$ cat src/inc/tio_pkg.sv
// constants for the channel-3 timer pin function block
package tio_pkg;
  // ----------------------------------------
  // register byte offsets
  // ----------------------------------------
  localparam int unsigned ADDR_W      = 8;
  localparam logic [7:0]  OFS_IO_HIGH = 8'h00;
  localparam logic [7:0]  OFS_IO_LOW  = 8'h04;
  localparam logic [7:0]  OFS_MODE    = 8'h08;
  localparam logic [7:0]  OFS_CNT     = 8'h0C;
  localparam logic [7:0]  OFS_GRA     = 8'h10;
  localparam logic [7:0]  OFS_GRC     = 8'h14;
  localparam logic [7:0]  OFS_STAT    = 8'h18;
  localparam logic [7:0]  OFS_MASK    = 8'h1C;
  // ----------------------------------------
  // field positions
  // ----------------------------------------
  localparam int unsigned IO_CAP_BIT  = 3;
  localparam int unsigned IO_INIT_BIT = 2;
  localparam int unsigned IO_CH4_BIT  = 2;
  localparam int unsigned IO_BOTH_BIT = 1;
  localparam int unsigned IO_FALL_BIT = 0;
  localparam int unsigned MODE_BFA    = 0;
  localparam int unsigned MODE_RUN    = 1;
  // ----------------------------------------
  // encodings and reset values
  // ----------------------------------------
  localparam logic [1:0]  ACT_NONE    = 2'h0;
  localparam logic [1:0]  ACT_LOW     = 2'h1;
  localparam logic [1:0]  ACT_HIGH    = 2'h2;
  localparam logic [1:0]  ACT_TOGGLE  = 2'h3;
  localparam logic [1:0]  RESP_OKAY   = 2'h0;
  localparam logic [1:0]  RESP_SLVERR = 2'h2;
  localparam logic [3:0]  IO_RST      = 4'h0;
  localparam logic [1:0]  MODE_RST    = 2'h0;
  localparam logic [31:0] WORD_RST    = 32'h0000_0000;
endpackage

$ cat src/inc/tio_unit_if.sv
// link between the register block and one pin function unit
`timescale 1ns/1ns
interface tio_unit_if;
  logic [3:0] code;
  logic       code_wr;
  logic       bypass;
  logic       match;
  logic       pin_in;
  logic       up;
  logic       dn;
  logic       pin_out;
  logic       pin_oe;
  logic       capture;
  logic       evt;
  modport unit (input code, code_wr, bypass, match, pin_in, up, dn,
                output pin_out, pin_oe, capture, evt);
  modport ctrl (output code, code_wr, bypass, match, pin_in, up, dn,
                input pin_out, pin_oe, capture, evt);
endinterface

$ cat src/rtl/tio_irq.sv
// sticky event status with mask and one level interrupt
`timescale 1ns/1ns
module tio_irq #(
  parameter int unsigned N = 2
) (
  // clock and reset
  input  wire logic         clk_i,
  input  wire logic         rst_i,
  // events and software access
  input  wire logic [N-1:0] set_i,
  input  wire logic [N-1:0] clr_i,
  input  wire logic         mask_we_i,
  input  wire logic [N-1:0] mask_d_i,
  // state
  output logic      [N-1:0] status_o,
  output logic      [N-1:0] mask_o,
  output logic              irq_o
);
  logic [N-1:0] status_r;
  logic [N-1:0] mask_r;
  logic         irq_r;

  genvar g;
  generate
    for (g = 0; g < N; g++) begin : g_bit
      always_ff @(posedge clk_i) begin
        if (rst_i) begin
          status_r[g] <= 1'b0;
        end else if (set_i[g]) begin
          status_r[g] <= 1'b1;
        end else if (clr_i[g]) begin
          status_r[g] <= 1'b0;
        end
      end
    end
  endgenerate

  always_ff @(posedge clk_i) begin
    if (rst_i) begin
      mask_r <= '0;
      irq_r  <= 1'b0;
    end else begin
      if (mask_we_i) begin
        mask_r <= mask_d_i;
      end
      irq_r <= |(status_r & mask_r);
    end
  end

  assign status_o = status_r;
  assign mask_o   = mask_r;
  assign irq_o    = irq_r;
endmodule

$ cat src/rtl/tio_top.sv
// channel-3 timer pin function select with registers on axi4-lite
//
// Contract
// - Codes 0000 and 0100 make the register an output compare with its pin not driven.
// - Codes 0001/0010/0011 start the pin low and drive low, high or toggle on match; 0101/0110/0111 start high.
// - In the toggle codes every compare match inverts the present pin level.
// - With the top code bit set and the next clear, register A captures from its own channel-A pin.
// - Code 1000 captures the counter on each rising edge of the capture pin.
// - Code 1001 captures the counter on each falling edge of the capture pin.
// - Code 101x captures the counter on both edges of the capture pin.
// - Code 11xx takes the capture trigger from the next channel's counting instead of a pin.
// - With next-channel sourcing, each count-up or count-down of that counter causes a capture.
// - Register C uses the same coding as A, on the channel-C pin.
// - When buffer mode makes C a buffer of A, C's code is ignored and C neither captures nor drives.
`timescale 1ns/1ns
module tio_top #(
  parameter int unsigned CW = 16
) (
  // clock and reset
  input  wire logic                       clk_i,
  input  wire logic                       rst_i,
  // axi4-lite write address
  input  wire logic [tio_pkg::ADDR_W-1:0] s_axi_awaddr_i,
  input  wire logic                       s_axi_awvalid_i,
  output logic                            s_axi_awready_o,
  // axi4-lite write data
  input  wire logic [31:0]                s_axi_wdata_i,
  input  wire logic [3:0]                 s_axi_wstrb_i,
  input  wire logic                       s_axi_wvalid_i,
  output logic                            s_axi_wready_o,
  // axi4-lite write response
  output logic      [1:0]                 s_axi_bresp_o,
  output logic                            s_axi_bvalid_o,
  input  wire logic                       s_axi_bready_i,
  // axi4-lite read address
  input  wire logic [tio_pkg::ADDR_W-1:0] s_axi_araddr_i,
  input  wire logic                       s_axi_arvalid_i,
  output logic                            s_axi_arready_o,
  // axi4-lite read data
  output logic      [31:0]                s_axi_rdata_o,
  output logic      [1:0]                 s_axi_rresp_o,
  output logic                            s_axi_rvalid_o,
  input  wire logic                       s_axi_rready_i,
  // timer pins
  input  wire logic                       timer_pin_a_i,
  output logic                            timer_pin_a_o,
  output logic                            timer_pin_a_oe_o,
  input  wire logic                       timer_pin_c_i,
  output logic                            timer_pin_c_o,
  output logic                            timer_pin_c_oe_o,
  // next channel counting events
  input  wire logic                       next_cnt_up_i,
  input  wire logic                       next_cnt_dn_i,
  // interrupt
  output logic                            irq_o
);
  // ----------------------------------------
  // declarations
  // ----------------------------------------
  logic                       awready_r;
  logic                       wready_r;
  logic                       bvalid_r;
  logic [1:0]                 bresp_r;
  logic                       arready_r;
  logic                       rvalid_r;
  logic [1:0]                 rresp_r;
  logic [31:0]                rdata_r;
  logic [tio_pkg::ADDR_W-1:0] awaddr_r;
  logic [31:0]                wdata_r;
  logic [3:0]                 wstrb_r;
  logic [tio_pkg::ADDR_W-1:0] wr_addr;
  logic [31:0]                wmask;
  logic                       wr_fire;
  logic                       wr_map;
  logic [tio_pkg::ADDR_W-1:0] rd_addr;
  logic [31:0]                rd_data;
  logic                       rd_map;
  logic [3:0]                 reg_a_io_code_r;
  logic [3:0]                 reg_c_io_code_r;
  logic                       code_a_wr_r;
  logic                       code_c_wr_r;
  logic [1:0]                 mode_r;
  logic [CW-1:0]              cnt_r;
  logic [CW-1:0]              general_reg_a_r;
  logic [CW-1:0]              general_reg_c_r;
  logic                       buffer_a_select;
  logic                       run;
  logic                       match_a;
  logic                       match_c;
  logic [1:0]                 evt;
  logic [1:0]                 status;
  logic [1:0]                 mask;
  logic                       irq;
  logic                       wr_io_high;
  logic                       wr_io_low;
  logic                       wr_mode;
  logic                       wr_cnt;
  logic                       wr_gra;
  logic                       wr_grc;
  logic                       wr_stat;
  logic                       wr_mask;

  tio_unit_if u_a_if ();
  tio_unit_if u_c_if ();

  // ----------------------------------------
  // write channel
  // ----------------------------------------
  assign wmask   = {{8{wstrb_r[3]}}, {8{wstrb_r[2]}}, {8{wstrb_r[1]}}, {8{wstrb_r[0]}}};
  assign wr_fire = !awready_r && !wready_r && !bvalid_r;
  assign wr_addr = awaddr_r & 8'hFC;

  always_comb begin
    case (wr_addr)
      tio_pkg::OFS_IO_HIGH,
      tio_pkg::OFS_IO_LOW,
      tio_pkg::OFS_MODE,
      tio_pkg::OFS_CNT,
      tio_pkg::OFS_GRA,
      tio_pkg::OFS_GRC,
      tio_pkg::OFS_STAT,
      tio_pkg::OFS_MASK: wr_map = 1'b1;
      default:           wr_map = 1'b0;
    endcase
  end

  assign wr_io_high = wr_fire && (wr_addr == tio_pkg::OFS_IO_HIGH);
  assign wr_io_low  = wr_fire && (wr_addr == tio_pkg::OFS_IO_LOW);
  assign wr_mode    = wr_fire && (wr_addr == tio_pkg::OFS_MODE);
  assign wr_cnt     = wr_fire && (wr_addr == tio_pkg::OFS_CNT);
  assign wr_gra     = wr_fire && (wr_addr == tio_pkg::OFS_GRA);
  assign wr_grc     = wr_fire && (wr_addr == tio_pkg::OFS_GRC);
  assign wr_stat    = wr_fire && (wr_addr == tio_pkg::OFS_STAT);
  assign wr_mask    = wr_fire && (wr_addr == tio_pkg::OFS_MASK);

  always_ff @(posedge clk_i) begin
    if (rst_i) begin
      awready_r <= 1'b1;
      awaddr_r  <= '0;
    end else if (s_axi_awvalid_i && awready_r) begin
      awready_r <= 1'b0;
      awaddr_r  <= s_axi_awaddr_i;
    end else if (bvalid_r && s_axi_bready_i) begin
      awready_r <= 1'b1;
    end
  end

  always_ff @(posedge clk_i) begin
    if (rst_i) begin
      wready_r <= 1'b1;
      wdata_r  <= tio_pkg::WORD_RST;
      wstrb_r  <= 4'h0;
    end else if (s_axi_wvalid_i && wready_r) begin
      wready_r <= 1'b0;
      wdata_r  <= s_axi_wdata_i;
      wstrb_r  <= s_axi_wstrb_i;
    end else if (bvalid_r && s_axi_bready_i) begin
      wready_r <= 1'b1;
    end
  end

  always_ff @(posedge clk_i) begin
    if (rst_i) begin
      bvalid_r <= 1'b0;
      bresp_r  <= tio_pkg::RESP_OKAY;
    end else if (wr_fire) begin
      bvalid_r <= 1'b1;
      bresp_r  <= wr_map ? tio_pkg::RESP_OKAY : tio_pkg::RESP_SLVERR;
    end else if (s_axi_bready_i) begin
      bvalid_r <= 1'b0;
    end
  end

  // ----------------------------------------
  // read channel
  // ----------------------------------------
  assign rd_addr = s_axi_araddr_i & 8'hFC;

  always_comb begin
    rd_data = tio_pkg::WORD_RST;
    rd_map  = 1'b1;
    case (rd_addr)
      tio_pkg::OFS_IO_HIGH: rd_data[3:0]    = reg_a_io_code_r;
      tio_pkg::OFS_IO_LOW:  rd_data[3:0]    = reg_c_io_code_r;
      tio_pkg::OFS_MODE:    rd_data[1:0]    = mode_r;
      tio_pkg::OFS_CNT:     rd_data[CW-1:0] = cnt_r;
      tio_pkg::OFS_GRA:     rd_data[CW-1:0] = general_reg_a_r;
      tio_pkg::OFS_GRC:     rd_data[CW-1:0] = general_reg_c_r;
      tio_pkg::OFS_STAT:    rd_data[1:0]    = status;
      tio_pkg::OFS_MASK:    rd_data[1:0]    = mask;
      default:              rd_map          = 1'b0;
    endcase
  end

  always_ff @(posedge clk_i) begin
    if (rst_i) begin
      arready_r <= 1'b1;
      rvalid_r  <= 1'b0;
      rresp_r   <= tio_pkg::RESP_OKAY;
      rdata_r   <= tio_pkg::WORD_RST;
    end else if (s_axi_arvalid_i && arready_r) begin
      arready_r <= 1'b0;
      rvalid_r  <= 1'b1;
      rresp_r   <= rd_map ? tio_pkg::RESP_OKAY : tio_pkg::RESP_SLVERR;
      rdata_r   <= rd_data;
    end else if (rvalid_r && s_axi_rready_i) begin
      arready_r <= 1'b1;
      rvalid_r  <= 1'b0;
    end
  end

  // ----------------------------------------
  // control registers
  // ----------------------------------------
  always_ff @(posedge clk_i) begin
    if (rst_i) begin
      reg_a_io_code_r <= tio_pkg::IO_RST;
      reg_c_io_code_r <= tio_pkg::IO_RST;
      code_a_wr_r     <= 1'b0;
      code_c_wr_r     <= 1'b0;
    end else begin
      if (wr_io_high) begin
        reg_a_io_code_r <= (reg_a_io_code_r & ~wmask[3:0]) | (wdata_r[3:0] & wmask[3:0]);
      end
      if (wr_io_low) begin
        reg_c_io_code_r <= (reg_c_io_code_r & ~wmask[3:0]) | (wdata_r[3:0] & wmask[3:0]);
      end
      code_a_wr_r <= wr_io_high && wstrb_r[0];
      code_c_wr_r <= wr_io_low && wstrb_r[0];
    end
  end

  always_ff @(posedge clk_i) begin
    if (rst_i) begin
      mode_r <= tio_pkg::MODE_RST;
    end else if (wr_mode) begin
      mode_r <= (mode_r & ~wmask[1:0]) | (wdata_r[1:0] & wmask[1:0]);
    end
  end

  assign buffer_a_select = mode_r[tio_pkg::MODE_BFA];
  assign run             = mode_r[tio_pkg::MODE_RUN];

  // ----------------------------------------
  // counter and compare
  // ----------------------------------------
  always_ff @(posedge clk_i) begin
    if (rst_i) begin
      cnt_r <= tio_pkg::WORD_RST[CW-1:0];
    end else if (wr_cnt) begin
      cnt_r <= (cnt_r & ~wmask[CW-1:0]) | (wdata_r[CW-1:0] & wmask[CW-1:0]);
    end else if (run) begin
      cnt_r <= CW'(cnt_r + 1'b1);
    end
  end

  assign match_a = run && (cnt_r == general_reg_a_r);
  assign match_c = run && (cnt_r == general_reg_c_r);

  // ----------------------------------------
  // general registers
  // ----------------------------------------
  always_ff @(posedge clk_i) begin
    if (rst_i) begin
      general_reg_a_r <= tio_pkg::WORD_RST[CW-1:0];
    end else if (u_a_if.capture) begin
      general_reg_a_r <= cnt_r;
    end else if (buffer_a_select && match_a && !reg_a_io_code_r[tio_pkg::IO_CAP_BIT]) begin
      general_reg_a_r <= general_reg_c_r;
    end else if (wr_gra) begin
      general_reg_a_r <= (general_reg_a_r & ~wmask[CW-1:0]) | (wdata_r[CW-1:0] & wmask[CW-1:0]);
    end
  end

  always_ff @(posedge clk_i) begin
    if (rst_i) begin
      general_reg_c_r <= tio_pkg::WORD_RST[CW-1:0];
    end else if (u_c_if.capture) begin
      general_reg_c_r <= cnt_r;
    end else if (buffer_a_select && u_a_if.capture) begin
      general_reg_c_r <= general_reg_a_r;
    end else if (wr_grc) begin
      general_reg_c_r <= (general_reg_c_r & ~wmask[CW-1:0]) | (wdata_r[CW-1:0] & wmask[CW-1:0]);
    end
  end

  // ----------------------------------------
  // pin function units
  // ----------------------------------------
  assign u_a_if.code    = reg_a_io_code_r;
  assign u_a_if.code_wr = code_a_wr_r;
  assign u_a_if.bypass  = 1'b0;
  assign u_a_if.match   = match_a;
  assign u_a_if.pin_in  = timer_pin_a_i;
  assign u_a_if.up      = next_cnt_up_i;
  assign u_a_if.dn      = next_cnt_dn_i;

  assign u_c_if.code    = reg_c_io_code_r;
  assign u_c_if.code_wr = code_c_wr_r;
  assign u_c_if.bypass  = buffer_a_select;
  assign u_c_if.match   = match_c;
  assign u_c_if.pin_in  = timer_pin_c_i;
  assign u_c_if.up      = next_cnt_up_i;
  assign u_c_if.dn      = next_cnt_dn_i;

  tio_unit u_unit_a (
    .clk_i (clk_i),
    .rst_i (rst_i),
    .u     (u_a_if)
  );

  tio_unit u_unit_c (
    .clk_i (clk_i),
    .rst_i (rst_i),
    .u     (u_c_if)
  );

  // ----------------------------------------
  // interrupt
  // ----------------------------------------
  assign evt = {u_c_if.evt, u_a_if.evt};

  tio_irq #(
    .N (2)
  ) u_irq (
    .clk_i     (clk_i),
    .rst_i     (rst_i),
    .set_i     (evt),
    .clr_i     (wr_stat ? (wdata_r[1:0] & {2{wstrb_r[0]}}) : 2'h0),
    .mask_we_i (wr_mask && wstrb_r[0]),
    .mask_d_i  (wdata_r[1:0]),
    .status_o  (status),
    .mask_o    (mask),
    .irq_o     (irq)
  );

  // ----------------------------------------
  // outputs
  // ----------------------------------------
  assign s_axi_awready_o  = awready_r;
  assign s_axi_wready_o   = wready_r;
  assign s_axi_bvalid_o   = bvalid_r;
  assign s_axi_bresp_o    = bresp_r;
  assign s_axi_arready_o  = arready_r;
  assign s_axi_rvalid_o   = rvalid_r;
  assign s_axi_rresp_o    = rresp_r;
  assign s_axi_rdata_o    = rdata_r;
  assign timer_pin_a_o    = u_a_if.pin_out;
  assign timer_pin_a_oe_o = u_a_if.pin_oe;
  assign timer_pin_c_o    = u_c_if.pin_out;
  assign timer_pin_c_oe_o = u_c_if.pin_oe;
  assign irq_o            = irq;
endmodule

$ cat src/rtl/tio_unit.sv
// pin function unit: compare output or capture trigger for one register
`timescale 1ns/1ns
module tio_unit (
  // clock and reset
  input wire logic clk_i,
  input wire logic rst_i,
  // control side
  tio_unit_if.unit u
);
  logic prev_r;
  logic level_r;
  logic oe_r;
  logic rise;
  logic fall;
  logic cap_sel;
  logic is_out;

  assign rise   = u.pin_in & ~prev_r;
  assign fall   = ~u.pin_in & prev_r;
  assign is_out = !u.bypass && !u.code[tio_pkg::IO_CAP_BIT];

  always_comb begin
    cap_sel = 1'b0;
    if (u.code[tio_pkg::IO_CH4_BIT]) begin
      cap_sel = u.up | u.dn;
    end else if (u.code[tio_pkg::IO_BOTH_BIT]) begin
      cap_sel = rise | fall;
    end else if (u.code[tio_pkg::IO_FALL_BIT]) begin
      cap_sel = fall;
    end else begin
      cap_sel = rise;
    end
  end

  assign u.capture = !u.bypass && u.code[tio_pkg::IO_CAP_BIT] && cap_sel;
  assign u.evt     = u.capture | (is_out && u.match);
  assign u.pin_out = level_r;
  assign u.pin_oe  = oe_r;

  always_ff @(posedge clk_i) begin
    if (rst_i) begin
      prev_r <= 1'b0;
    end else begin
      prev_r <= u.pin_in;
    end
  end

  always_ff @(posedge clk_i) begin
    if (rst_i) begin
      oe_r <= 1'b0;
    end else begin
      oe_r <= is_out && (u.code[1:0] != tio_pkg::ACT_NONE);
    end
  end

  always_ff @(posedge clk_i) begin
    if (rst_i) begin
      level_r <= 1'b0;
    end else if (u.code_wr && !u.code[tio_pkg::IO_CAP_BIT]) begin
      level_r <= u.code[tio_pkg::IO_INIT_BIT];
    end else if (is_out && u.match) begin
      case (u.code[1:0])
        tio_pkg::ACT_LOW:    level_r <= 1'b0;
        tio_pkg::ACT_HIGH:   level_r <= 1'b1;
        tio_pkg::ACT_TOGGLE: level_r <= ~level_r;
        default:             level_r <= level_r;
      endcase
    end
  end
endmodule
$ cat config.mk
export PLATFORM = sky130hd
export DESIGN_NAME = tio_top
export DESIGN_NICKNAME = d
export VERILOG_FILES = /design/src/inc/tio_pkg.sv /design/src/inc/tio_unit_if.sv /design/src/rtl/tio_irq.sv /design/src/rtl/tio_top.sv /design/src/rtl/tio_unit.sv
export SDC_FILE = /design/constraint.sdc
export NUM_CORES = 1
export LEC_CHECK = 0
export ABC_AREA = 1
export CAP_MARGIN = 40
export CORE_MARGIN = 2
export CORE_UTILIZATION = 55
export CTS_BUF_LIST = sky130_fd_sc_hd__clkbuf_16
export CTS_CLUSTER_DIAMETER = 100
export DETAILED_ROUTE_END_ITERATION = 6
export DONT_BUFFER_PORTS = 1
export HOLD_SLACK_MARGIN = 0.05
export PLACE_DENSITY = 0.76
export SETUP_SLACK_MARGIN = 0.3
export SKIP_CTS_REPAIR_TIMING = 1
export SLEW_MARGIN = 10
export SYNTH_ARGS = -nofsm -noshare
export SYNTH_HDL_FRONTEND = slang
export SYNTH_SLANG_ARGS = --single-unit
$ cat constraint.sdc
create_clock -name clk_i -period 5.6 [get_ports clk_i]
set_clock_uncertainty 0.15 [all_clocks]
set_input_delay 0.84 -clock clk_i [delete_from_list [all_inputs] [get_ports clk_i]]
set_output_delay 0.84 -clock clk_i [all_outputs]
set_load 0.02 [all_outputs]
==> impl_metrics.py <==
metrics = {
    "clock_network": {
        "clock_sinks": 118,
        "insertion_delay_ns": 0.43,
        "cts-root-buf": "clkbuf_16",
        "clk_pin_slew_ns": 0.06,
        "cts-buffers-inserted": 17,
        "htreeDepth": 4,
        "cts_tree": "yes",
        "clock_path_buffers": 2,
    },
    "floorplan": {
        "io_pins": 109,
        "die_w_um": 118,
        "die_y_um": 118,
        "fp.coreArea_um2": 12600,
        "dieArea_um2": 13900,
        "rows": 41,
        "initial_core_util_pct": 56.4,
    },
    "power_and_ir_drop": {
        "p_leak_uw": 0.00340,
        "power_density_nw_per_um2": 274,
        "vdd_drop_max_v": 0.000231,
    },
    "placement": {
        "postPlaceCellArea_um2": 7030,
        "port_buffers": 0,
        "dpl.hpwl_um": 14200,
        "gp_congestion": 0.991,
    },
    "route": {
        "vias_per_cell": 5.76,
        "drc": 0,
        "drt_iter0_markers": 784,
        "vias": 7231,
        "wl_per_cell_um": 16.6,
        "ant_nets": 0,
        "dr.pass1.iters": 5,
        "wl_um": 20800,
    },
    "sta": {
        "min_period_ns": 2.92,
        "slew_viol_final": 0,
        "final-setup-viol-count": 0,
        "period_share_pct": 52.1,
        "worstMarginPinSlew_ns": 1.00,
        "slew-limit-headroom_pct": 33.0,
        "final_hold_viol_count": 0,
        "fin_setup_tns_ns": 0,
        "rsz0062_at_grt": "no",
        "max_freq_mhz": 343,
    },
    "logic_synthesis": {
        "synth_edf_count": 0,
        "ys_seq_area_share_pct": 33.2,
        "synth.largest_area_cell": "dfxtp_1",
        "ys_types": 42,
        "synthCells": 1101,
        "synth_area_leaders": "dfxtp_1 33%, nand2_1 13%, o21ai_0 6.8%",
        "synthMostInstantiatedCell": "nand2_1",
        "synth_commonest_cells": "255 x nand2_1, 123 x inv_1, 118 x dfxtp_1",
        "synthesis.area_um2": 7120,
        "ys.flop_type": "dfxtp_1",
        "yosys_warnings": 0,
        "ys_ff_latch": 118,
        "synth_top_area_share_pct": 33.2,
        "async_flop_share_pct": 0,
        "syn_avg_cell_area_um2": 6.47,
    },
    "critical_path": {
        "cp.required_ns": 5.77,
        "crit_type": "flop to flop",
        "ff2ff_path_depth": 8,
        "path_cells": "xnor2_2 -> nand2_1 -> nor2_4 -> nand4_4 -> nand3_1 -> nand2_1 -> inv_1 -> a21oi_1",
        "critPathMaxFanout": 34,
        "r2r_setup_slack_ns": 2.68,
        "cp-end-kind": "flop",
        "start_kind": "flop",
        "critPathMostFrequentCell": "nand2_1",
        "worstPathArrival_ns": 3.09,
        "cp_slowest_cell": "dfxtp_1",
        "slowest_delay_ns": 0.62,
    },
    "layout": {
        "multi_input_area_um2": 3910,
        "design_area_um2": 7610,
        "fillers": 1243,
        "drive_above_1_share_pct": 7.38,
        "nNetsFinal": 1145,
        "n_antenna_cell": 0,
        "syn_to_final_growth_pct": 6.86,
        "seq_area_um2": 2360,
    },
    "global_route": {
        "gr-total-overflow": 0,
        "antenna_found_initial": 0,
        "grtUsageTotal_pct": 30.2,
        "grt_max_degree": 46,
        "grt_pass1_vias": 6752,
        "grt_pass1_wl_um": 33500,
    },
    "min_path": {
        "hold_start": "u_irq.mask_o[1]",
        "hold_class": "flop to flop",
    },
    "outcome": {
        "outcome": "completed",
    },
    "flow_run": {
        "maxCapViolCount": 0,
    },
}
placed cells by master (no fill, tap or decap), drive strengths merged:
cell type,n
nand3b,1
clkinv,5
o211ai,12
nand3,58
o221ai,2
a41oi,1
a32oi,1
nor4,2
conb,18
dfxtp,118
o21ai,104
nor2,120
nor3,17
xnor2,2
clkinvlp,3
o22ai,18
nand4,49
nand2,259
buf,3
a31oi,7
clkbuf,17
xor2,9
or2,3
a21oi,95
bufinv,2
inv,142
a211oi,3
o31ai,1
ha,11
a221oi,1
worst max-delay path, delay by kind of cell, from the launching register on:
kind	cells	cell delay (ns)
DFF	1	0.62
buffers and inverters	1	0.07
AOI/OAI and AO/OA	1	0.06
xor gates and xnor gates	1	0.18
and+or+nand+nor	5	1.71
layout make-up:
cell class	instances	area share, %
Clock inverter	15	2.02
Sequential cell	118	31.1
Inverter	137	6.76
Tap cell	172	2.83
Clock buffer	17	5.59
Timing Repair Buffer	3	0.296
Multi-Input combinational cell	794	51.4
layer usage:
layer | vias up | global-route usage [%] | part of all wire (%)
met5 | - | 0 | 0
met4 | 0 | 16.3 | 4.9
met3 | 73 | 7.70 | 8.3
met2 | 350 | 48.0 | 45
met1 | 3278 | 37.4 | 41
li1 | 3530 | - | -
through the flow:
| stage | std cells | setup WS [ns] | hold slack [ns] | utilization [%] | power, uW |
|---|---|---|---|---|---|
| 2_1_floorplan | 1118 | 3.22 | 0.266 | - | 1000 |
| 3_3_place_gp | 1224 | 2.40 | 0.316 | 55.7 | 1010 |
| 3_5_place_dp | 1224 | 2.38 | 0.317 | 55.7 | 1020 |
| 4_1_cts | 1256 | 2.77 | 0.323 | 60.3 | 2090 |
| 5_1_grt | 1256 | 2.46 | 0.320 | 60.3 | 2140 |
| 6_report | 1256 | 2.68 | 0.325 | 60.3 | 2080 |
power breakdown:
part	leakage, uW	internal, uW	switching (uW)	total, uW
Combinational	0.00216	29.6	84.1	114
Clock	0.000282	655	428	1080
Sequential	0.000958	862	24.5	886
worst min-delay path by stage:
stage | end | depth (start not counted)
global route | s_axi_bvalid_o | 1
floorplan | u_unit_a.u.pin_oe | 1
finish | u_irq.irq_o | 2
CTS | flop | 1
global placement | u_unit_a.u.pin_oe | 1
detailed placement | u_unit_a.u.pin_oe | 1
cell families (layout without fill, tap and decap cells):
family	after synthesis	in the layout	share of synthesized area, %
other cells	1	18	0.0527
compound gates	245	245	18.7
xor+xnor	11	11	1.46
flops	118	118	33.2
simple gates	509	509	31.9
buf+inv	206	172	12.7
fa+ha+maj	11	11	1.93
No activity file was read; power rests on OpenSTA's default activity.
